===== src/inc/slp_pkg.sv =====
package slp_pkg;
  // clock and derived timing
  localparam int CLK_MHZ = 125;
  localparam int SETTLE_US = 20;
  localparam int SETTLE_CYC = SETTLE_US * CLK_MHZ;
  localparam int RDY_DELAY_US = 2000;
  localparam int CNT_W = 12;
  localparam logic [CNT_W-1:0] SETTLE_LAST = CNT_W'(SETTLE_CYC - 1);
  localparam logic [CNT_W-1:0] SYNC_LAST = 12'h0002;

  // strap channels, in conversion order
  localparam int NCH = 9;
  localparam int CH_W = 4;
  localparam logic [CH_W-1:0] CH_DRV = 4'h0;
  localparam logic [CH_W-1:0] CH_GFX_IMAX = 4'h1;
  localparam logic [CH_W-1:0] CH_CORE_IMAX = 4'h2;
  localparam logic [CH_W-1:0] CH_ONTIME = 4'h3;
  localparam logic [CH_W-1:0] CH_ADDR = 4'h4;
  localparam logic [CH_W-1:0] CH_BOOST_CORE = 4'h5;
  localparam logic [CH_W-1:0] CH_BOOST_GFX = 4'h6;
  localparam logic [CH_W-1:0] CH_BOOT = 4'h7;
  localparam logic [CH_W-1:0] CH_VIN = 4'h8;
  localparam logic [NCH-1:0] SRC_MASK = 9'h0ff;

  // phase pin positions
  localparam int NPH = 7;
  localparam int PIN_GFX1 = 4;
  localparam int PIN_GFX3 = 6;

  // register map and codes
  localparam logic [7:0] REG_MAX_CUR = 8'h21;
  localparam logic [7:0] CODE_FULL = 8'hff;
  localparam logic [7:0] ADDR_LO = 8'h88;
  localparam logic [7:0] ADDR_HI = 8'h8a;

  // strap band thresholds, one code per kilohm
  localparam logic [7:0] DRV_SPLIT = 8'h0f;
  localparam logic [7:0] LATCH_BAND_MAX = 8'h64;
  localparam logic [7:0] ADDR_43_SPLIT = 8'h96;
  localparam logic [7:0] ADDR_52_SPLIT = 8'h1b;
  localparam logic [55:0] BOOT_THR = 56'hd6_9974_4624_1a13;
  localparam logic [103:0] BOOST_THR = 104'he0_d0bf_b0a2_9281_7161_5040_3020;
  localparam int BOOST_STEP_MV = 15;
  localparam int ONTIME_SCALE = 100;
  localparam int BOOT_LV_MAX = 3;

  typedef enum logic [1:0] {CFG_4P3, CFG_4P2, CFG_5P2, CFG_6P1} slp_cfg_e;
  typedef enum {ST_SYNC, ST_SENSE, ST_SETTLE, ST_CONV, ST_WAIT, ST_DONE} slp_state_e;
endpackage


===== src/verilog/slp_band_decode.sv =====
`timescale 1ns/10ps
`default_nettype none
module slp_band_decode
#(
  parameter int N = 7,
  parameter int W = 3,
  parameter logic [N*8-1:0] THR = '0
)
(
  // clock and reset
  input  wire logic         ref_clk,
  input  wire logic         rst,
  // strap code in, band index out
  input  wire logic [7:0]   code,
  output logic      [W-1:0] band
);
  import slp_pkg::*;

  logic [N-1:0] above;

  // count of thresholds passed, thresholds ascend
  function automatic logic [W-1:0] ones(input logic [N-1:0] v);
    logic [W-1:0] s;
    s = '0;
    for (int i = 0; i < N; i++)
    begin
      s = s + W'(v[i]);
    end
    return s;
  endfunction

  // one comparator per band edge
  genvar g;
  generate
    for (g = 0; g < N; g++)
    begin : g_cmp
      assign above[g] = code > THR[g*8 +: 8];
    end
  endgenerate

  // registered so the band lands one cycle after the code
  always_ff @(posedge ref_clk)
  begin
    if (rst)
      band <= '0;
    else
      band <= ones(above);
  end
endmodule
`default_nettype wire


===== src/verilog/slp_strap_loader.sv =====
`timescale 1ns/10ps
`default_nettype none
// How it works
// each strap pin gets a 10uA source only while its channel settles and is converted
// graphics max-current strap converted to 8-bit code, 10mV per code
// core max-current strap on core phase three, readable at index 0x21
// converter over-range stores FFh instead of wrapping
// max-current codes are reported only, never feed protection
// shared on-time factor is strap kilohms times 100, with input voltage code
// phase-four strap low band means latch-off, high band current-limit
// driver-enable strap 10k picks 4+3 or 4+2, 20k picks 5+2 or 6+1
// driver-enable and graphics phase-two straps choose address 88h or 8Ah
// 6+1 needs the 20k group and graphics phase-one negative pin high
// in 4+2 the boot strap is read from graphics phase-three positive sense
// in 4+2 graphics phase-three output follows driver enable
// boot strap gives eight codes: boot voltage and two extension enables
// after reset a phase with negative high and positive low is disabled
// up to four core and three graphics phases, each removable
// each rail keeps at least one active phase
// phase-one straps give 14 boost steps, 15 to 210 mV, per rail
// attached drivers keep phase inputs high impedance while disabled
// disabled graphics phase pins are never driven and may float; the code drives graphics phase three in 4+2
// ready rises a delay below 2.5ms after enable with supplies valid
// decoded results latch once at end of setting, held until reset
// phase outputs stay undriven until the setting period is over
module slp_strap_loader
#(
  parameter int unsigned RDY_CYC = slp_pkg::RDY_DELAY_US * slp_pkg::CLK_MHZ
)
(
  // clock and reset
  input  wire logic                     ref_clk,
  input  wire logic                     rst,
  // enable and supply-valid pins
  input  wire logic                     en_in,
  input  wire logic                     supply_ok,
  // strap converter, same clock
  output logic                          adc_start,
  output logic      [3:0]               adc_chan,
  input  wire logic                     adc_done,
  input  wire logic [7:0]               adc_code,
  input  wire logic                     adc_over,
  output logic      [8:0]               cur_src_on,
  output logic                          boot_from_pos_sense,
  // phase sense pins
  input  wire logic [6:0]               phase_neg_sense,
  input  wire logic [6:0]               phase_pos_sense,
  // phase pins, core 1-4 then graphics 1-3
  input  wire logic [6:0]               pwm_in,
  output logic      [6:0]               phase_strap_out,
  output logic      [6:0]               phase_strap_oe,
  output logic                          driver_enable_out,
  output logic                          regulator_ready,
  // decoded configuration
  output logic                          straps_done,
  output logic      [7:0]               core_max_cur,
  output logic      [7:0]               gfx_max_cur,
  output logic      [15:0]              ontime_kohm_x100,
  output logic      [7:0]               vin_code,
  output logic                          ocp_current_limit,
  output logic      [7:0]               dev_addr,
  output var slp_pkg::slp_cfg_e         phase_cfg,
  output logic      [3:0]               core_ph_en,
  output logic      [2:0]               gfx_ph_en,
  output logic                          boot_1v05,
  output logic                          core_ext_en,
  output logic                          gfx_ext_en,
  output logic      [7:0]               core_boost_mv,
  output logic      [7:0]               gfx_boost_mv,
  // max-current register read port
  input  wire logic                     reg_rd,
  input  wire logic                     reg_rail,
  input  wire logic [7:0]               reg_addr,
  output logic                          reg_ack,
  output logic      [7:0]               reg_rdata
);
  import slp_pkg::*;

  localparam int RDY_W = $clog2(RDY_CYC + 1);
  localparam logic [RDY_W-1:0] RDY_LAST = RDY_W'(RDY_CYC - 1);
  localparam logic [CH_W-1:0] CH_LAST = CH_W'(NCH - 1);

  logic [NPH-1:0] neg_m_ff;
  logic [NPH-1:0] neg_s_ff;
  logic [NPH-1:0] pos_m_ff;
  logic [NPH-1:0] pos_s_ff;
  logic [1:0]     lvl_m_ff;
  logic [1:0]     lvl_s_ff;
  slp_state_e     st_ff;
  slp_state_e     nxt_st;
  logic [CNT_W-1:0] cnt_ff;
  logic [CNT_W-1:0] nxt_cnt;
  logic [CH_W-1:0] ch_ff;
  logic [CH_W-1:0] nxt_ch;
  logic [7:0]     res_ff [NCH];
  logic [NPH-1:0] dis_ff;
  logic           six_one_ff;
  logic           done_ff;
  logic           held_ff;
  logic [RDY_W-1:0] rdy_cnt_ff;
  logic           rdy_ff;
  logic [2:0]     boot_band;
  logic [3:0]     boost_core_band;
  logic [3:0]     boost_gfx_band;

  // pins are asynchronous, two flops before any use
  always_ff @(posedge ref_clk)
  begin
    neg_m_ff <= phase_neg_sense;
    neg_s_ff <= neg_m_ff;
    pos_m_ff <= phase_pos_sense;
    pos_s_ff <= pos_m_ff;
    lvl_m_ff <= {supply_ok, en_in};
    lvl_s_ff <= lvl_m_ff;
  end

  // sequencer decodes
  wire       settle_end = cnt_ff == SETTLE_LAST;
  wire       sync_end   = cnt_ff == SYNC_LAST;
  wire       conv_take  = (st_ff == ST_WAIT) && adc_done;
  wire       last_ch    = ch_ff == CH_LAST;
  wire [7:0] conv_val   = adc_over ? CODE_FULL : adc_code;
  wire       run_ok     = done_ff && lvl_s_ff[0] && lvl_s_ff[1];

  // next state: one settle, one start pulse, one wait per channel
  always_comb
  begin
    nxt_st  = st_ff;
    nxt_cnt = cnt_ff;
    nxt_ch  = ch_ff;
    case (st_ff)
      ST_SYNC:
      begin
        nxt_cnt = cnt_ff + 1'b1;
        if (sync_end)
          nxt_st = ST_SENSE;
      end
      ST_SENSE:
      begin
        nxt_cnt = '0;
        nxt_st  = ST_SETTLE;
      end
      ST_SETTLE:
      begin
        nxt_cnt = cnt_ff + 1'b1;
        if (settle_end)
          nxt_st = ST_CONV;
      end
      ST_CONV:
        nxt_st = ST_WAIT;
      ST_WAIT:
      begin
        if (adc_done)
        begin
          nxt_cnt = '0;
          nxt_st  = last_ch ? ST_DONE : ST_SETTLE;
          nxt_ch  = last_ch ? ch_ff : ch_ff + 1'b1;
        end
      end
      ST_DONE:
        nxt_st = ST_DONE;
      default:
        nxt_st = ST_SYNC;
    endcase
  end

  // sequencer registers; reset restarts the whole setting period
  always_ff @(posedge ref_clk)
  begin
    if (rst)
    begin
      st_ff   <= ST_SYNC;
      cnt_ff  <= '0;
      ch_ff   <= '0;
      done_ff <= 1'b0;
      held_ff <= 1'b0;
    end
    else
    begin
      st_ff   <= nxt_st;
      cnt_ff  <= nxt_cnt;
      ch_ff   <= nxt_ch;
      done_ff <= nxt_st == ST_DONE;
      held_ff <= done_ff;
    end
  end

  // converter handshake and current sources; the input voltage channel has none
  always_ff @(posedge ref_clk)
  begin
    if (rst)
    begin
      adc_start  <= 1'b0;
      cur_src_on <= '0;
    end
    else
    begin
      adc_start  <= nxt_st == ST_CONV;
      cur_src_on <= (nxt_st == ST_SETTLE || nxt_st == ST_CONV || nxt_st == ST_WAIT)
                    ? (NCH'(1) << nxt_ch) & SRC_MASK : '0;
    end
  end
  assign adc_chan = ch_ff;

  // codes are stored only during the setting period // R21
  always_ff @(posedge ref_clk)
  begin
    if (rst)
    begin
      for (int i = 0; i < NCH; i++)
      begin
        res_ff[i] <= '0;
      end
    end
    else if (conv_take)
      res_ff[ch_ff] <= conv_val;
  end

  // phase presence is sampled once, after the synchronisers have filled
  always_ff @(posedge ref_clk)
  begin
    if (rst)
    begin
      dis_ff     <= '0;
      six_one_ff <= 1'b0;
    end
    else if (st_ff == ST_SENSE)
    begin
      dis_ff     <= neg_s_ff & ~pos_s_ff;
      six_one_ff <= neg_s_ff[PIN_GFX1] & pos_s_ff[PIN_GFX1];
    end
  end

  // configuration decode from straps and sensed phases
  wire       grp43    = res_ff[CH_DRV] <= DRV_SPLIT;
  wire       is_4p2   = grp43 && dis_ff[PIN_GFX3];
  wire [3:0] core_raw = ~dis_ff[3:0];
  wire [2:0] gfx_raw  = ~dis_ff[6:4];
  wire [3:0] core_w   = (|core_raw) ? core_raw : 4'h1;
  wire [2:0] gfx_w    = (|gfx_raw) ? gfx_raw : 3'h1;
  wire slp_cfg_e cfg_w = grp43 ? (is_4p2 ? CFG_4P2 : CFG_4P3)
                               : (six_one_ff ? CFG_6P1 : CFG_5P2);
  wire [7:0] addr_thr = (cfg_w == CFG_5P2) ? ADDR_52_SPLIT : ADDR_43_SPLIT;
  wire [7:0] addr_w   = (res_ff[CH_ADDR] > addr_thr) ? ADDR_HI : ADDR_LO;
  wire       boot_lv  = boot_band <= 3'(BOOT_LV_MAX);
  wire       core_ext = boot_lv ? boot_band[1] : (boot_band == 3'h4 || boot_band == 3'h5);
  wire       gfx_ext  = boot_lv ? boot_band[0] : (boot_band == 3'h4 || boot_band == 3'h6);

  // the boot pin moves to positive sense in 4+2; known before its turn
  always_ff @(posedge ref_clk)
  begin
    if (rst)
      boot_from_pos_sense <= 1'b0;
    else
      boot_from_pos_sense <= is_4p2;
  end

  // band decoders for boot and boost straps
  slp_band_decode #(.N(7), .W(3), .THR(BOOT_THR)) u_boot
  (
    .ref_clk (ref_clk),
    .rst     (rst),
    .code    (res_ff[CH_BOOT]),
    .band    (boot_band)
  );
  slp_band_decode #(.N(13), .W(4), .THR(BOOST_THR)) u_boost_core
  (
    .ref_clk (ref_clk),
    .rst     (rst),
    .code    (res_ff[CH_BOOST_CORE]),
    .band    (boost_core_band)
  );
  slp_band_decode #(.N(13), .W(4), .THR(BOOST_THR)) u_boost_gfx
  (
    .ref_clk (ref_clk),
    .rst     (rst),
    .code    (res_ff[CH_BOOST_GFX]),
    .band    (boost_gfx_band)
  );

  // publish once when setting ends; max-current codes only go out as
  // register contents, nothing here reaches a protection threshold // R5
  always_ff @(posedge ref_clk)
  begin
    if (rst)
    begin
      core_max_cur      <= '0;
      gfx_max_cur       <= '0;
      ontime_kohm_x100  <= '0;
      vin_code          <= '0;
      ocp_current_limit <= 1'b0;
      dev_addr          <= ADDR_LO;
      phase_cfg         <= CFG_4P3;
      core_ph_en        <= 4'h1;
      gfx_ph_en         <= 3'h1;
      boot_1v05         <= 1'b0;
      core_ext_en       <= 1'b0;
      gfx_ext_en        <= 1'b0;
      core_boost_mv     <= '0;
      gfx_boost_mv      <= '0;
    end
    else if (done_ff && !held_ff)
    begin
      core_max_cur      <= res_ff[CH_CORE_IMAX];
      gfx_max_cur       <= res_ff[CH_GFX_IMAX];
      ontime_kohm_x100  <= 16'(res_ff[CH_ONTIME] * ONTIME_SCALE);
      vin_code          <= res_ff[CH_VIN];
      ocp_current_limit <= res_ff[CH_ONTIME] > LATCH_BAND_MAX;
      dev_addr          <= addr_w;
      phase_cfg         <= cfg_w;
      core_ph_en        <= core_w;
      gfx_ph_en         <= gfx_w;
      boot_1v05         <= boot_lv;
      core_ext_en       <= core_ext;
      gfx_ext_en        <= gfx_ext;
      core_boost_mv     <= 8'((boost_core_band + 1) * BOOST_STEP_MV);
      gfx_boost_mv      <= 8'((boost_gfx_band + 1) * BOOST_STEP_MV);
    end
  end
  assign straps_done = held_ff;

  // start-up delay; dropping enable or supply restarts it
  always_ff @(posedge ref_clk)
  begin
    if (rst || !run_ok || !held_ff)
    begin
      rdy_cnt_ff <= '0;
      rdy_ff     <= 1'b0;
    end
    else if (rdy_cnt_ff == RDY_LAST)
      rdy_ff <= 1'b1;
    else
      rdy_cnt_ff <= rdy_cnt_ff + 1'b1;
  end
  assign regulator_ready   = rdy_ff;
  assign driver_enable_out = rdy_ff; // drivers stay off, so their inputs stay high-z // R18

  // phase pins: undriven during setting, disabled phases left floating except graphics phase three in 4+2
  wire [NPH-1:0] ph_en = {gfx_ph_en, core_ph_en};
  always_ff @(posedge ref_clk)
  begin
    if (rst)
    begin
      phase_strap_out <= '0;
      phase_strap_oe  <= '0;
    end
    else
    begin
      phase_strap_out <= held_ff ? (pwm_in & ph_en) : '0;
      phase_strap_oe  <= held_ff ? ph_en : '0;
      if (held_ff && phase_cfg == CFG_4P2)
      begin
        phase_strap_out[PIN_GFX3] <= rdy_ff;
        phase_strap_oe[PIN_GFX3]  <= 1'b1;
      end
    end
  end

  // register read: one-cycle answer, unmapped index reads zero
  always_ff @(posedge ref_clk)
  begin
    if (rst)
    begin
      reg_ack   <= 1'b0;
      reg_rdata <= '0;
    end
    else
    begin
      reg_ack   <= reg_rd;
      reg_rdata <= (reg_rd && reg_addr == REG_MAX_CUR)
                   ? (reg_rail ? gfx_max_cur : core_max_cur) : '0;
    end
  end

  a_setting_hiz: assert property (@(posedge ref_clk) disable iff (rst)
    !held_ff |=> phase_strap_oe == '0)
    else $error("phase pin driven during setting");
  a_src_window: assert property (@(posedge ref_clk) disable iff (rst)
    cur_src_on != '0 |-> !done_ff && $onehot(cur_src_on))
    else $error("current source outside its window");
  a_sat_full: assert property (@(posedge ref_clk) disable iff (rst)
    conv_take && adc_over && ch_ff == CH_CORE_IMAX |=> res_ff[CH_CORE_IMAX] == CODE_FULL)
    else $error("over-range code not saturated");
  a_hold_results: assert property (@(posedge ref_clk) disable iff (rst)
    held_ff && $past(held_ff) |-> $stable(dev_addr) && $stable(core_max_cur))
    else $error("latched result changed");
  a_min_phase: assert property (@(posedge ref_clk) disable iff (rst)
    held_ff |-> core_ph_en != '0 && gfx_ph_en != '0)
    else $error("rail with no active phase");
  a_gfx3_follow: assert property (@(posedge ref_clk) disable iff (rst)
    held_ff && phase_cfg == CFG_4P2 ##1 held_ff
      |-> phase_strap_out[PIN_GFX3] == $past(driver_enable_out) && phase_strap_oe[PIN_GFX3])
    else $error("phase three not following driver enable");
  a_addr_legal: assert property (@(posedge ref_clk) disable iff (rst)
    held_ff |-> dev_addr == ADDR_LO || dev_addr == ADDR_HI)
    else $error("illegal bus address");
  a_ready_delay: assert property (@(posedge ref_clk) disable iff (rst)
    $rose(regulator_ready) |-> $past(rdy_cnt_ff) == RDY_LAST && $past(run_ok))
    else $error("ready without full delay");
  a_boot_pin: assert property (@(posedge ref_clk) disable iff (rst)
    st_ff == ST_CONV && ch_ff == CH_BOOT |-> boot_from_pos_sense == is_4p2)
    else $error("boot strap read from wrong pin");
  a_reg_read: assert property (@(posedge ref_clk) disable iff (rst)
    reg_rd && reg_addr == REG_MAX_CUR && !reg_rail
      |=> reg_ack && reg_rdata == $past(core_max_cur))
    else $error("max-current read mismatch");
endmodule
`default_nettype wire

===== config.mk =====
export PLATFORM = sky130hd
export DESIGN_NAME = slp_strap_loader
export DESIGN_NICKNAME = d
export VERILOG_FILES = /design/src/inc/slp_pkg.sv /design/src/verilog/slp_band_decode.sv /design/src/verilog/slp_strap_loader.sv
export SDC_FILE = /design/constraint.sdc
export NUM_CORES = 1
export LEC_CHECK = 0
export BUFFER_PORTS_ARGS = -buffer_cell sky130_fd_sc_hd__buf_2
export CORE_MARGIN = 2
export CORE_UTILIZATION = 40
export CTS_CLUSTER_SIZE = 24
export DETAILED_ROUTE_END_ITERATION = 10
export HOLD_SLACK_MARGIN = 0.05
export PLACE_DENSITY = 0.59
export SLEW_MARGIN = 0
export SYNTH_ARGS = -nofsm -noshare
export SYNTH_HDL_FRONTEND = slang
export SYNTH_SLANG_ARGS = --single-unit
export TNS_END_PERCENT = 30

===== constraint.sdc =====
create_clock -name ref_clk -period 4.3 [get_ports ref_clk]
set_input_delay 0.215 -clock ref_clk [delete_from_list [all_inputs] [get_ports ref_clk]]
set_output_delay 0.215 -clock ref_clk [all_outputs]
set_load 0.01 [all_outputs]

# Word-level counts from Yosys, hierarchy flattened
# Memory sizes are Yosys's and may differ from the RTL's. A register that Yosys moved wholly into a read port is not among the register bits.
# Cells that the tools add are included.
# classes
mul	3
n_reduce_logical	25
n_addsub	35
shift	1
n_eq_ne	22
n_mux	33
bitwise_logic	9
order_cmp	37
# op_table
cell	count
$pmux 32 s6	1
$eq 32x3->1 const B	4
$gt 8x8->1 const B	16
$eq 32x2->1 const B	3
$eq 32x4->1 const B	3
$mux 32	3
$add 4x1->4	22
$gt 8x7->1 const B	11
$gt 8x6->1 const B	5
$pmux 12 s3	1
$eq 32x1->1 const B	1
$logic_not 32->1	1
$mux 8	4
$mux 4	5
$add 18x1->18 const B	1
$eq 18x18->1 const B	1
$gt 8x5->1 const B	2
$mul 5x4->8 const B	2
$add 3x1->3	5
$and 7x7->7	2
$mux 7	2
$mul 8x5->13 const B	1
$add 12x1->12 const B	1
$eq 12x12->1 const B	1
other kinds (32)	67
# word_totals
output_inout_bits	118
word_cells	205
input_bits	45
mem_bits_rw	72
regBits	204
mem_count	1
# memory_table
memory	words	word_bits	rd	rd_clocked_by_memory_dff	wr	line_no	source
res_ff	9	8	9	3	9	slp_strap_loader.sv:95	logic [7:0] res_ff [NCH];

# Logic depth before layout (Yosys ltp)
# Gate-level depths: netlist (run 1).
# An unclocked memory read counts as a cell.
# depth
ltp_word	14
mapped_depth	18
depth_no_buf	18

# Hierarchy
# A second synthesis (run 1) with hierarchy kept.
# hier_totals
cells_unflattened	1294
area_unflattened_um2	13096.3
# by_module_without_submodules
module	instances	area_each_um2	seq_area_each_um2	cells_per_inst
slp_strap_loader	1	11703.7	6226.0	1140
slp_band_decode at u_boost_core ...	2	536.8	80.1	57
slp_band_decode at u_boot	1	319.1	60.1	40

# Worst setup path after synthesis (run 1)
# OpenSTA, ideal clock, no wires.
# synth_path
kind	reg2reg
from	mem res_ff[5][1]
to	reg u_boost_core.band[2]
setup_slack_ps	-311
arrival_time_ps	4484
setup_ps	128
t_required_ps	4172
n_path_buf	0
synth_period_minus_slack_ps	4611
path_stages_with_launch	17
cell_sequence	edfxtp_1 > or3_1 > or2_2 > o21ai_0 > nand2_1 > ha_1 > inv_1 > fa_1 > fa_1 > fa_1 > inv_1 > fa_1 > ha_1 > inv_1 > fa_1 > xor2_1 > nor2_1
# synth_lines
element	line_no	source
start, declared	slp_strap_loader.sv:95	
end signal, assigned	slp_band_decode.sv:47	band <= ones(above);
end, declared	slp_band_decode.sv:15	output logic [W-1:0] band

==> PnR_summary.wiki, run 1 <==
{| class="wikitable"
! Metric !! Value
|-
| Status || complete, but fails checks
|-
| Violated checks || negative setup slack
|-
| Number of placed instances with taps included || 1880
|-
| Antenna diodes || 0
|-
| Worst Setup End Kind || flop
|-
| Post-Synth Simple-Gate Area || 19.5%
|-
| Combinational family with the most area after synthesis || simple AND/OR/NAND/NOR gates
|-
| Post-route cell area || 15800 sq um
|-
| Starting utilization of the core area || 40.4%
|-
| Share of async-settable or async-resettable flops after synthesis || 0%
|-
| CTS Buf Count || 30
|-
| Finished Layout Cells || 1961
|-
| Sequence of cells on the critical path || or3_4, or2_4, o21ai_4, nand2_2, ha_4, inv_2, fa_1, fa_1, fa_1, inv_1, fa_1, ha_2, inv_2, fa_2, nor2_1
|-
| Area growth syn-to-layout || 21.5%
|-
| Worst-case setup margin in the final layout || -246 ps
|-
| Mux cell area share after synthesis || 1.30%
|-
| Worst path most repeated cell || sky130_fd_sc_hd__fa_1
|-
| Ratio of routed vias to standard cells || 4.84
|-
| Number of global-route vias before repair || 8945
|-
| Global placer's final weighted congestion || 0.805
|-
| Area fraction in compound gates after synthesis || 10.1%
|-
| Routed length per instance || 14.1 um
|-
| Die width || 185 um
|-
| Post-synth EDFFs || 68
|-
| Arrival time reported for the critical path endpoint || 4960 ps
|-
| Launching point of the worst reg2reg path || res_ff[6][2]
|-
| Gr ovfl total || 0
|-
| Total length of routed met3 wires || 1210 um
|-
| GRT Overall Usage || 16.0%
|-
| Destination of the worst register-to-register timing path || u_boost_gfx.band[1]
|-
| Min Clock Period, post-route || 4550 ps
|-
| Global-route wire length before repair || 44500 um
|-
| Worst-path clk slew || 60 ps
|-
| Layout Utilization || 49.1%
|-
| Die Footprint || 34100 sq um
|-
| Clock network latency to the later pin of the worst-skew pair || 560 ps
|-
| Synthesized netlist cell count || 1295
|-
| R2r worst-path depth || 15
|-
| Core Box Area || 32300 sq um
|-
| Register area share after synthesis || 49.4%
|-
| Initial antenna violation count || 0
|-
| WL met1 || 13100 um
|-
| Crit path max-delay cell type || sky130_fd_sc_hd__fa_1
|-
| Path category of the worst min-delay check || input pin to flop
|-
| Clock tree root driver cell || sky130_fd_sc_hd__clkbuf_16
|-
| Slew at the pin closest to its max-slew limit || 1260 ps
|-
| R2R setup slack || -250 ps
|-
| Hold path cells || 3
|-
| Number of warnings printed during yosys synthesis || 0
|-
| Post-Syn Area || 13000 sq um
|-
| Setup-failing EPs final || 6
|-
| Pwr dens || 485 nW/um^2
|-
| Largest driver fanout on the critical path || 3
|-
| Via count || 9489
|-
| Clk_skew || 14.7 ps
|-
| Total area of sequential cells || 6450 sq um
|-
| Hold EP || reg_rdata[4]
|-
| Count of buffers inserted at the top-level ports || 151
|-
| RSZ-0062 raised after global routing || yes
|-
| Synth cell types || 63
|-
| Share of post-route cells with drive strength above 1 || 18.0%
|-
| Clock tree from TritonCTS || done
|-
| Number of maximum-capacitance violations || 0
|-
| Top-level port count || 163
|-
| Area of combinational cells with multiple inputs || 6280 sq um
|-
| Post-placement cell area || 14400 sq um
|-
| Count of TritonRoute iterations in the first routing pass || 5
|-
| DRC || 0
|-
| Layout Nets || 1652
|-
| HPWL after DPL || 19200 um
|-
| Xor/xnor cell area share of the yosys netlist || 2.82%
|-
| Number of standard-cell rows in the floorplan || 66
|-
| Die outline height || 185 um
|-
| H-tree depth reported by CTS || 1
|-
| Most instantiated flip-flop cell in the synthesis netlist || sky130_fd_sc_hd__dfxtp_1
|-
| Number of register bits inferred by synthesis || 288
|-
| Worst vdd rail ir drop || 0.303 mV
|-
| Max Used Layer || met4
|-
| Startpoint types || flop
|-
| Leakage component of the power || 0.00667 uW
|-
| Tcrit/Tclk final || 106%
|-
| Pin count of the biggest net entering global routing || 68
|-
| DRC violation total after the first TritonRoute iteration || 594
|-
| Kind of critical path || flop to flop
|-
| Fill cell instance count of the final layout || 2958
|-
| Delay of the slowest cell on the worst path || 550 ps
|-
| Worst hold path startpoint || reg_rail
|-
| Maximum clock rate || 220 MHz
|-
| Met2 wire length || 12800 um
|-
| Required time at the endpoint of the critical path || 4710 ps
|-
| Final hold violation count || 0
|-
| Number of max-slew violations in the final report || 0
|-
| Number of nets with antenna violations after routing || 0
|-
| Syn avg cell area || 10.1 sq um
|-
| Wirelength, routed || 27600 um
|-
| Number of clock sinks || 288
|-
| Longest Clk Path Bufs || 3
|-
| Post-Synth Adder-Cell Area || 12.4%
|-
| Rel. slew slack || 15.6%
|}
## power breakdown
group / internal [uW] / switching [uW] / total, uW
sequential: 2870 / 79.3 / 2950
clock: 1820 / 1060 / 2880
combinational: 853 / 995 / 1850
total: 5550 / 2140 / 7680
## layer usage
layer	GRT usage, %	up-vias
li1	-	4843
met3	2.61	45
met1	21.6	4427
met2	26.5	174
met5	0	-
met4	4.54	0
## placed cells by master, fill, tap and decap left out, types with 19 or more instances in the layout
| master | instances |
|---|---|
| sky130_fd_sc_hd__xnor2_1 | 22 |
| sky130_fd_sc_hd__ha_1 | 78 |
| sky130_fd_sc_hd__buf_4 | 19 |
| sky130_fd_sc_hd__conb_1 | 40 |
| sky130_fd_sc_hd__buf_2 | 150 |
| sky130_fd_sc_hd__inv_1 | 68 |
| sky130_fd_sc_hd__nor2b_1 | 19 |
| sky130_fd_sc_hd__nor2_1 | 163 |
| sky130_fd_sc_hd__edfxtp_1 | 68 |
| sky130_fd_sc_hd__a211oi_1 | 23 |
| sky130_fd_sc_hd__nand2_1 | 113 |
| sky130_fd_sc_hd__fa_1 | 27 |
| sky130_fd_sc_hd__a21oi_1 | 82 |
| sky130_fd_sc_hd__o21ai_0 | 31 |
| sky130_fd_sc_hd__xor2_1 | 20 |
| sky130_fd_sc_hd__clkbuf_16 | 33 |
| sky130_fd_sc_hd__dlygate4sd3_1 | 24 |
| sky130_fd_sc_hd__dfxtp_1 | 220 |
| sky130_fd_sc_hd__nand3_1 | 29 |
| sky130_fd_sc_hd__nor3_1 | 19 |
## timing repair
action                                 4_1_cts  5_1_grt
endpoints found under the hold margin       24        0
setup endpoints to repair                    6        6
resized for setup                            8       10
cloned                                       0        0
hold buffers                                24        0
setup buffers                                0        2
pin swaps                                    2        5
## registers in the layout, indices dropped and copies added (netlist names), 7 cells and up
name              flops
cur_src_on            8
pos_s_ff              7
ontime_kohm_x100     13
dis_ff                7
neg_m_ff              7
gfx_boost_mv          8
pos_m_ff              7
vin_code              8
rdy_cnt_ff           18
res_ff               68
core_max_cur          8
cnt_ff               12
phase_strap_out       7
st_ff                32
phase_strap_oe        7
gfx_max_cur           8
neg_s_ff              7
core_boost_mv         8
reg_rdata             8
## critical path: cells and delay by family, from the launching register on
family,cells,cell delay [ps]
flops,1,380
fa+ha+maj,7,2980
compound gates,1,140
simple gates,4,780
buf+inv,3,130
## cell families after synthesis
group / count (synthesis)
AND/OR/NAND/NOR: 485
flip-flops: 288
AO/OA/AOI/OAI: 214
buffers and inverters: 136
adder cells (fa/ha/maj): 111
XOR/XNOR: 42
multiplexers: 17
other: 2
## worst max-delay path by stage
stage / to / slack [ps] / cells after the start / from
finish: u_boost_gfx.band[1] / -250 / 15 / res_ff[6][2]
global route: u_boost_gfx.band[1] / -390 / 15 / res_ff[6][3]
CTS: u_boost_gfx.band[1] / -270 / 15 / res_ff[6][2]
detailed placement: u_boost_gfx.band[1] / -230 / 15 / res_ff[6][2]
global placement: u_boost_core.band[1] / -130 / 15 / res_ff[5][2]
floorplan: u_boost_gfx.band[1] / -50 / 15 / res_ff[6][2]
## Yosys cell counts (4+ instances only)
library cell | n | area [sq um]
sky130_fd_sc_hd__edfxtp_1 | 68 | 2040
sky130_fd_sc_hd__a311oi_1 | 4 | 35.0
sky130_fd_sc_hd__inv_1 | 71 | 267
sky130_fd_sc_hd__a211oi_1 | 23 | 173
sky130_fd_sc_hd__ha_1 | 81 | 1010
sky130_fd_sc_hd__a31oi_1 | 6 | 37.5
sky130_fd_sc_hd__nand2b_1 | 16 | 100
sky130_fd_sc_hd__mux2i_1 | 17 | 170
sky130_fd_sc_hd__buf_1 | 8 | 30.0
sky130_fd_sc_hd__or4_1 | 4 | 30.0
sky130_fd_sc_hd__nand2_1 | 114 | 428
sky130_fd_sc_hd__nor2_1 | 163 | 612
sky130_fd_sc_hd__and3_1 | 10 | 62.6
sky130_fd_sc_hd__xnor2_1 | 22 | 193
sky130_fd_sc_hd__nor2b_1 | 20 | 125
sky130_fd_sc_hd__and2_1 | 9 | 56.3
sky130_fd_sc_hd__o21ai_0 | 36 | 180
sky130_fd_sc_hd__nand3b_1 | 13 | 97.6
sky130_fd_sc_hd__clkbuf_1 | 35 | 131
sky130_fd_sc_hd__nor4_4 | 6 | 128
sky130_fd_sc_hd__a21oi_1 | 86 | 430
sky130_fd_sc_hd__or3_1 | 19 | 119
sky130_fd_sc_hd__a21o_1 | 12 | 90.1
sky130_fd_sc_hd__dfxtp_1 | 220 | 4400
sky130_fd_sc_hd__nand4b_2 | 6 | 90.1
sky130_fd_sc_hd__o211ai_1 | 6 | 45.0
sky130_fd_sc_hd__fa_1 | 30 | 601
sky130_fd_sc_hd__buf_2 | 7 | 35.0
sky130_fd_sc_hd__o21a_1 | 9 | 67.6
sky130_fd_sc_hd__buf_4 | 13 | 97.6
sky130_fd_sc_hd__o31ai_1 | 6 | 45.0
sky130_fd_sc_hd__nor3_1 | 19 | 95.1
sky130_fd_sc_hd__a211o_1 | 10 | 87.6
sky130_fd_sc_hd__nand4_1 | 12 | 75.1
sky130_fd_sc_hd__or2_2 | 8 | 50.1
sky130_fd_sc_hd__nand3_1 | 29 | 145
sky130_fd_sc_hd__xor2_1 | 20 | 175
sky130_fd_sc_hd__nor4_1 | 17 | 106
## metrics by stage
step	power (uW)	TNS, ps	hold slack [ps]	setup slack [ps]
finish	7680	-1120	98.4	-246
global route	8190	-2170	91.4	-389
CTS	7780	-1100	73.6	-274
detailed placement	4820	-1100	312	-225
global placement	4790	-626	312	-132
floorplan	4490	-152	243	-50.6
## area by class of cell
cell class | instances | share of cell area (%)
clock buffers | 41 | 5.65
clock inverters | 14 | 1.52
repair buffers | 194 | 7.28
multi-input cells | 909 | 39.7
flip-flops and latches | 288 | 40.7
well taps | 442 | 3.49
inverters | 73 | 1.73
No activity file was read; power rests on OpenSTA's default activity.
==> run 2: changes to the inputs <==
Settings changed: CTS_BUF_LIST set to sky130_fd_sc_hd__clkbuf_2.
==> run 2 against run 1 <==
Against the previous run:
- the run still ends with negative setup slack left
- total power decreased by 14%
- wire length increased by 4.0%
- setup slack improved by 54 ps
- die area unchanged
- sequential cell count unchanged
- clock skew increased by 46 ps
- combinational power about the same
- largest cell class unchanged
- clock-buffer cell count increased by 70
- critical path depth unchanged
==> PnR_summary.wiki, run 2 (synthesis gave the netlist of run 1 again) <==
{| class="wikitable"
! Metric !! Value
|-
| Delay of the slowest cell on the worst path || 550 ps (about the same)
|-
| Initial antenna violation count || 1 (+1)
|-
| Arrival time reported for the critical path endpoint || 5180 ps (+220 ps)
|-
| Commonest cells after routing, fill and taps aside || sky130_fd_sc_hd__dfxtp_1, sky130_fd_sc_hd__nor2_1, sky130_fd_sc_hd__buf_2, sky130_fd_sc_hd__nand2_1, sky130_fd_sc_hd__clkbuf_2
|-
| Crit path max-delay cell type || sky130_fd_sc_hd__fa_2
|-
| Clock network latency to the later pin of the worst-skew pair || 850 ps (+290 ps)
|-
| Clock power share || 26.7% (-11 points)
|-
| HPWL after DPL || 19200 um (unchanged)
|-
| Setup-failing EPs final || 6 (unchanged)
|-
| Min Clock Period, post-route || 4490 ps (-53.7 ps)
|-
| RSZ-0062 raised after global routing || yes
|-
| Number of maximum-capacitance violations || 0 (unchanged)
|-
| Area growth syn-to-layout || 20.9%
|-
| Path category of the worst min-delay check || input pin to flop
|-
| Clock tree root driver cell || sky130_fd_sc_hd__clkbuf_2
|-
| Core Box Area || 32300 sq um (unchanged)
|-
| Violated checks || negative setup slack
|-
| Number of max-slew violations in the final report || 0 (unchanged)
|-
| WL met1 || 13500 um (+3.1%)
|-
| Global-route wire length before repair || 46300 um (+4.0%)
|-
| Startpoint types || flop
|-
| Ratio of routed vias to standard cells || 4.79 (-1.0%)
|-
| GRT Overall Usage || 16.9% (+0.83 points)
|-
| Total length of routed met3 wires || 1420 um (+17%)
|-
| Rel. slew slack || 13.0% (-2.7 points)
|-
| Net switching component of the power || 2160 uW (+1.0%)
|-
| Layout Nets || 1740 (+5.3%)
|-
| Top-level port count || 163 (unchanged)
|-
| Die outline height || 185 um (unchanged)
|-
| Status || complete, but fails checks
|-
| Share of total power in sequential cells || 44.7% (+6.3 points)
|-
| Worst-case setup margin in the final layout || -192 ps (+53.7 ps)
|-
| Die width || 185 um (unchanged)
|-
| Slew at the pin closest to its max-slew limit || 1300 ps (+39.9 ps)
|-
| R2R setup slack || -190 ps (+50 ps)
|-
| Via count || 9964 (+5.0%)
|-
| Family with the most delay on the worst path || adder cells
|-
| Largest registers || res_ff (68), st_ff (32), rdy_cnt_ff (18)
|-
| Longest Clk Path Bufs || 3 (unchanged)
|-
| Buffers & Inverters on Critical Path || 3 (unchanged)
|-
| Switching fraction of total power || 32.7% (+4.9 points)
|-
| Pin count of the biggest net entering global routing || 64 (-5.9%)
|-
| H-tree depth reported by CTS || 3 (+2)
|-
| Clock tree from TritonCTS || done
|-
| CTS Buf Count || 76 (+150%)
|-
| Number of clock sinks || 288 (unchanged)
|-
| Overall power after layout || 6590 uW (-14%)
|-
| Cell Int Power || 4430 uW (-20%)
|-
| Pwr dens || 418 nW/um^2 (-14%)
|-
| Final hold violation count || 0 (unchanged)
|-
| Worst setup slack after placement || -225 ps (unchanged)
|-
| Routed length per instance || 13.8 um (-2.0%)
|-
| Starting utilization of the core area || 40.4% (unchanged)
|-
| Share of power burned in combinational logic || 28.6% (+4.5 points)
|-
| Worst Setup End Kind || flop
|-
| Most common cell after layout, fill and taps aside || sky130_fd_sc_hd__dfxtp_1
|-
| Max Used Layer || met4
|-
| Fill cell instance count of the final layout || 3036 (+2.6%)
|-
| DRC violation total after the first TritonRoute iteration || 445 (-25%)
|-
| Met2 wire length || 13200 um (+3.3%)
|-
| Kind of critical path || flop to flop
|-
| Die Footprint || 34100 sq um (unchanged)
|-
| Required time at the endpoint of the critical path || 4980 ps (+270 ps)
|-
| Clk_skew || 60.5 ps (+45.9 ps)
|-
| Max reg flops || 68 (unchanged)
|-
| Global placer's final weighted congestion || 0.805 (unchanged)
|-
| Worst-path clk slew || 100 ps (+40 ps)
|-
| Gr ovfl total || 0 (unchanged)
|-
| Number of global-route vias before repair || 9601 (+7.3%)
|-
| Maximum clock rate || 223 MHz (+1.2%)
|-
| DRC || 0 (unchanged)
|-
| Wirelength, routed || 28800 um (+4.0%)
|-
| Number of nets with antenna violations after routing || 0 (unchanged)
|-
| Sequence of cells on the critical path || or3_4, or2_4, o21ai_4, nand2_1, ha_1, inv_2, fa_1, fa_1, fa_1, inv_2, fa_2, ha_4, inv_2, fa_2, nor2_1
|-
| Leakage component of the power || 0.00680 uW (+2.0%)
|-
| Largest driver fanout on the critical path || 3 (unchanged)
|-
| Reg with most FFs || res_ff
|-
| Share of post-route cells with drive strength above 1 || 20.8% (+2.8 points)
|-
| Worst vdd rail ir drop || 0.269 mV (-11%)
|-
| Count of buffers inserted at the top-level ports || 151 (unchanged)
|-
| Number of standard-cell rows in the floorplan || 66 (unchanged)
|-
| Fin Setup TNS || -786 ps (+339 ps)
|-
| Count of TritonRoute iterations in the first routing pass || 7 (+2)
|-
| Tcrit/Tclk final || 104% (-1.2 points)
|}
## run 2: cell count changes in the layout (fill, tap and decap cells not counted), moves of 2 or more
cell	before	now
sky130_fd_sc_hd__inv_1	68	66
sky130_fd_sc_hd__clkbuf_2	0	111
sky130_fd_sc_hd__dlygate4sd3_1	24	64
sky130_fd_sc_hd__bufinv_16	6	0
sky130_fd_sc_hd__buf_12	1	3
sky130_fd_sc_hd__inv_4	2	0
sky130_fd_sc_hd__clkbuf_16	33	0
sky130_fd_sc_hd__clkinv_1	1	15
sky130_fd_sc_hd__diode_2	0	2
sky130_fd_sc_hd__clkbuf_8	4	0
sky130_fd_sc_hd__clkbuf_1	4	0
sky130_fd_sc_hd__inv_2	4	7
## run 2: routing by layer
| layer | track usage [%] | vias to the layer above |
|---|---|---|
| met2 | 27.5 | 213 |
| met5 | 0 | - |
| li1 | - | 5068 |
| met1 | 21.7 | 4622 |
| met4 | 6.69 | 0 |
| met3 | 3.69 | 61 |
## run 2: worst paths after layout
path,startpoint,endpoint,cells past startpoint
max,res_ff[5][2],u_boost_core.band[1],15
min,pwm_in[6],phase_strap_out[6],4
max reg2reg,res_ff[5][2],u_boost_core.band[1],15
min reg2reg,pos_m_ff[4],pos_s_ff[4],0
## run 2: cell type report
class	count	area, sq um	share of cell area (%)
Clock inverter	20	86.3	0.547
Clock buffer	111	556	3.52
Timing Repair Buffer	236	1590	10.1
Multi-Input combinational cell	909	6260	39.7
Tap cell	442	553	3.51
Inverter	73	274	1.74
Antenna cell	2	5.00	0.0317
Sequential cell	288	6450	40.9
## run 2: power groups by stage
stage	sequential (uW)	combinational, uW	clock (uW)
after floorplan	2990	1500	0
after global placement	3010	1780	0
after detailed placement	3010	1810	0
after CTS	2950	1900	1850
after global routing	2960	2200	1970
final	2950	1880	1760
## run 2: per-stage QoR
step                area, sq um  util (%)  hold slack, ps  instances
detailed placement        14400      44.5             312       1880
floorplan                 13200         -             243       1333
global placement          14400      44.5             312       1880
global route              15800      48.8             142       2081
finish                    15800      48.8             182       2081
CTS                       15700      48.7            65.7       2078
## run 2: repair_timing
action                                  4_1_cts  5_1_grt
setup buffers                                 1        1
endpoints found under the hold margin       151        0
pin swaps                                     8        4
hold buffers                                 66        0
resized for setup                             8        7
endpoints found under the setup margin        6        6
## run 2: worst min-delay path: stages
cell,delay (ps)
sky130_fd_sc_hd__dlygate4sd3_1,530
sky130_fd_sc_hd__buf_2,120
sky130_fd_sc_hd__nand2_1,40
sky130_fd_sc_hd__a21boi_0,70
==> run 3: changes to the inputs <==
==> constraint.sdc (replaced) <==
create_clock -name ref_clk -period 4.3 [get_ports ref_clk]
set_input_delay 0.43 -clock ref_clk [delete_from_list [all_inputs] [get_ports ref_clk]]
set_output_delay 0.43 -clock ref_clk [all_outputs]
set_load 0.01 [all_outputs]
==> run 3 against run 2 <==
Against the previous run:
- the run still ends with negative setup slack left
- clock power is 11% higher
- hold slack got worse by 43 ps
- sequential share of layout area is 0.55 points higher
- register-to-register slack improved by 20 ps
- setup slack better by 18 ps
- critical path type unchanged
- first-iteration DRC count down 21%
- largest power group unchanged
- total power rose by 2.5%
- sequential cell count is the same
==> PnR_summary.wiki, run 3 (synthesis gave the netlist of run 1 again) <==
{| class="wikitable"
! Metric !! Value
|-
| DRC || 0 (unchanged)
|-
| Number of maximum-capacitance violations || 0 (unchanged)
|-
| Count of buffers inserted at the top-level ports || 151 (unchanged)
|-
| Starting utilization of the core area || 40.4% (unchanged)
|-
| Setup-failing EPs final || 6 (unchanged)
|-
| Most common cell after layout, fill and taps aside || sky130_fd_sc_hd__dfxtp_1
|-
| Global placer's final weighted congestion || 0.810 (+0.66%)
|-
| Gr ovfl total || 0 (unchanged)
|-
| Area growth syn-to-layout || 19.3%
|-
| Setup Buffers After CTS || 0 (-1)
|-
| Worst-path clk slew || 90 ps (about the same)
|-
| Slew at the pin closest to its max-slew limit || 1280 ps (-22.1 ps)
|-
| Area of combinational cells with multiple inputs || 6240 sq um (-0.32%)
|-
| Clock tree root driver cell || sky130_fd_sc_hd__clkbuf_2
|-
| Clock tree from TritonCTS || done
|-
| Largest driver fanout on the critical path || 3 (unchanged)
|-
| Clock network latency to the later pin of the worst-skew pair || 870 ps (+20 ps)
|-
| H-tree depth reported by CTS || 3 (unchanged)
|-
| Count of TritonRoute iterations in the first routing pass || 5 (-2)
|-
| R2r worst-path depth || 16 (+1)
|-
| Longest Clk Path Bufs || 3 (unchanged)
|-
| Worst hold path startpoint || adc_code[6]
|-
| HPWL after DPL || 19300 um (+0.58%)
|-
| Ratio of routed vias to standard cells || 4.81 (+0.55%)
|-
| Initial antenna violation count || 1 (unchanged)
|-
| Min Clock Period, post-route || 4470 ps (-18.5 ps)
|-
| Top-level port count || 163 (unchanged)
|-
| Kind of critical path || flop to flop
|-
| Die width || 185 um (unchanged)
|-
| Buffers & Inverters on Critical Path || 3 (unchanged)
|-
| Status || complete, but fails checks
|-
| Number of max-slew violations in the final report || 0 (unchanged)
|-
| Global-route wire length before repair || 46300 um (about the same)
|-
| Arrival time reported for the critical path endpoint || 5170 ps (about the same)
|-
| Core Box Area || 32300 sq um (unchanged)
|-
| R2R setup slack || -170 ps (+20 ps)
|-
| Layout Utilization || 48.2% (-0.64 points)
|-
| Via count || 9937 (-0.27%)
|-
| Final hold violation count || 0 (unchanged)
|-
| Overall power after layout || 6760 uW (+2.5%)
|-
| Number of global-route vias before repair || 9625 (+0.25%)
|-
| Share of total power in sequential cells || 43.6% (-1.1 points)
|-
| Sequence of cells on the critical path || or3_1, or2_4, o21ai_2, nand2_1, ha_1, inv_2, fa_1, fa_1, fa_1, inv_2, fa_1, ha_2, inv_2, fa_2, xor2_1, nor2_1
|-
| Post-placement cell area || 14400 sq um (-0.19%)
|-
| Net switching component of the power || 2200 uW (+2.1%)
|-
| Hold EP || res_ff[5][6]
|-
| Tcrit/Tclk final || 104% (-0.43 points)
|-
| Layout Nets || 1718 (-1.3%)
|-
| Commonest cells after routing, fill and taps aside || sky130_fd_sc_hd__dfxtp_1, sky130_fd_sc_hd__nor2_1, sky130_fd_sc_hd__buf_2, sky130_fd_sc_hd__nand2_1, sky130_fd_sc_hd__clkbuf_2
|-
| Largest registers || res_ff (68), st_ff (32), rdy_cnt_ff (18)
|-
| Crit path max-delay cell type || sky130_fd_sc_hd__fa_1
|-
| RSZ-0062 raised after global routing || yes
|-
| Violated checks || negative setup slack
|-
| Path category of the worst min-delay check || input pin to flop
|-
| Clock power share || 28.9% (+2.2 points)
|-
| Rel. slew slack || 14.4% (+1.5 points)
|-
| Max reg flops || 68 (unchanged)
|-
| Finished Layout Cells || 2064 (-0.82%)
|-
| GRT Overall Usage || 17.0% (+0.11 points)
|-
| Number of nets with antenna violations after routing || 0 (unchanged)
|-
| Delay of the slowest cell on the worst path || 530 ps (-20 ps)
|-
| Destination of the worst register-to-register timing path || u_boost_gfx.band[2]
|-
| Total area of sequential cells || 6450 sq um (unchanged)
|-
| DRC violation total after the first TritonRoute iteration || 353 (-21%)
|-
| Share of power burned in combinational logic || 27.5% (-1.1 points)
|-
| Pwr dens || 434 nW/um^2 (+3.9%)
|-
| Number of placed instances with taps included || 1878 (-0.11%)
|-
| Launching point of the worst reg2reg path || res_ff[6][2]
|-
| Post-route cell area || 15600 sq um (-1.3%)
|-
| Die outline height || 185 um (unchanged)
|-
| Leakage component of the power || 0.00675 uW (-0.83%)
|-
| Cell Int Power || 4550 uW (+2.7%)
|-
| Routed length per instance || 14.0 um (+1.4%)
|-
| Worst path most repeated cell || sky130_fd_sc_hd__fa_1
|-
| Share of post-route cells with drive strength above 1 || 20.5% (-0.29 points)
|-
| Fin Setup TNS || -787 ps (-0.811 ps)
|-
| Required time at the endpoint of the critical path || 5000 ps (+20 ps)
|-
| Worst-case setup margin in the final layout || -174 ps (+18.5 ps)
|-
| Number of clock sinks || 288 (unchanged)
|-
| Startpoint types || flop
|-
| Die Footprint || 34100 sq um (unchanged)
|-
| Number of standard-cell rows in the floorplan || 66 (unchanged)
|-
| Fill cell instance count of the final layout || 3119 (+2.7%)
|-
| Pin count of the biggest net entering global routing || 70 (+9.4%)
|-
| Reg with most FFs || res_ff
|-
| Worst Setup End Kind || flop
|-
| Worst vdd rail ir drop || 0.234 mV (-13%)
|-
| Family with the most delay on the worst path || adder cells
|-
| Maximum clock rate || 224 MHz (+0.41%)
|-
| CTS Buf Count || 78 (+2.6%)
|-
| Switching fraction of total power || 32.6% (-0.11 points)
|-
| Clk_skew || 80.9 ps (+20.4 ps)
|-
| Hold path cells || 3 (-1)
|-
| Wirelength, routed || 28900 um (+0.57%)
|}
[run 3: layout make-up]
class / instances / share of cell area [%]
Clock buffer: 114 / 3.67
Antenna cell: 1 / 0.0161
Sequential cell: 288 / 41.4
Inverter: 73 / 1.76
Multi-Input combinational cell: 909 / 40.1
Timing Repair Buffer: 212 / 8.55
Tap cell: 442 / 3.55
Clock inverter: 25 / 0.957
[run 3: what timing repair did]
| item | CTS | global route |
|---|---|---|
| cloned | 0 | 0 |
| resized for setup | 4 | 6 |
| endpoints found under the hold margin | 57 | 1 |
| pin swaps | 1 | 1 |
| hold buffers | 45 | 1 |
| setup endpoints to repair | 6 | 6 |
[run 3: how the worst max path moves through the flow]
stage	from	end	slack (ps)	cells after the start
4_1_cts	res_ff[6][2]	u_boost_gfx.band[2]	-200	16
3_3_place_gp	res_ff[5][2]	u_boost_core.band[1]	-120	15
6_report	res_ff[6][2]	u_boost_gfx.band[2]	-170	16
3_5_place_dp	res_ff[5][2]	u_boost_core.band[1]	-280	13
2_1_floorplan	res_ff[6][2]	u_boost_gfx.band[1]	-50	15
5_1_grt	res_ff[6][2]	u_boost_gfx.band[3]	-340	16
[run 3: stage by stage]
stage	setup slack [ps]	hold WS, ps
6_report	-174	140
5_1_grt	-339	59.7
4_1_cts	-198	57.3
3_5_place_dp	-281	312
3_3_place_gp	-122	312
2_1_floorplan	-50.6	310
[run 3: routing by layer]
layer,wire length [um],track usage [%],vias to the layer above
met2,13300,27.6,202
li1,-,-,5033
met1,13500,21.7,4647
met4,648,6.37,0
met5,0,0,-
met3,1440,4.43,55
[run 3: tightest hold or removal path: stages]
cell	delay, ps
sky130_fd_sc_hd__buf_2	80
sky130_fd_sc_hd__nor2_1	200
sky130_fd_sc_hd__nor2_1	140
[run 3: power groups by stage]
stage | logic [uW] | clock network [uW] | registers (uW)
after floorplan | 1500 | 0 | 2990
after CTS | 1880 | 2040 | 2950
final | 1860 | 1950 | 2950
after global routing | 2150 | 2180 | 2960
after detailed placement | 1820 | 0 | 3010
after global placement | 1770 | 0 | 3010
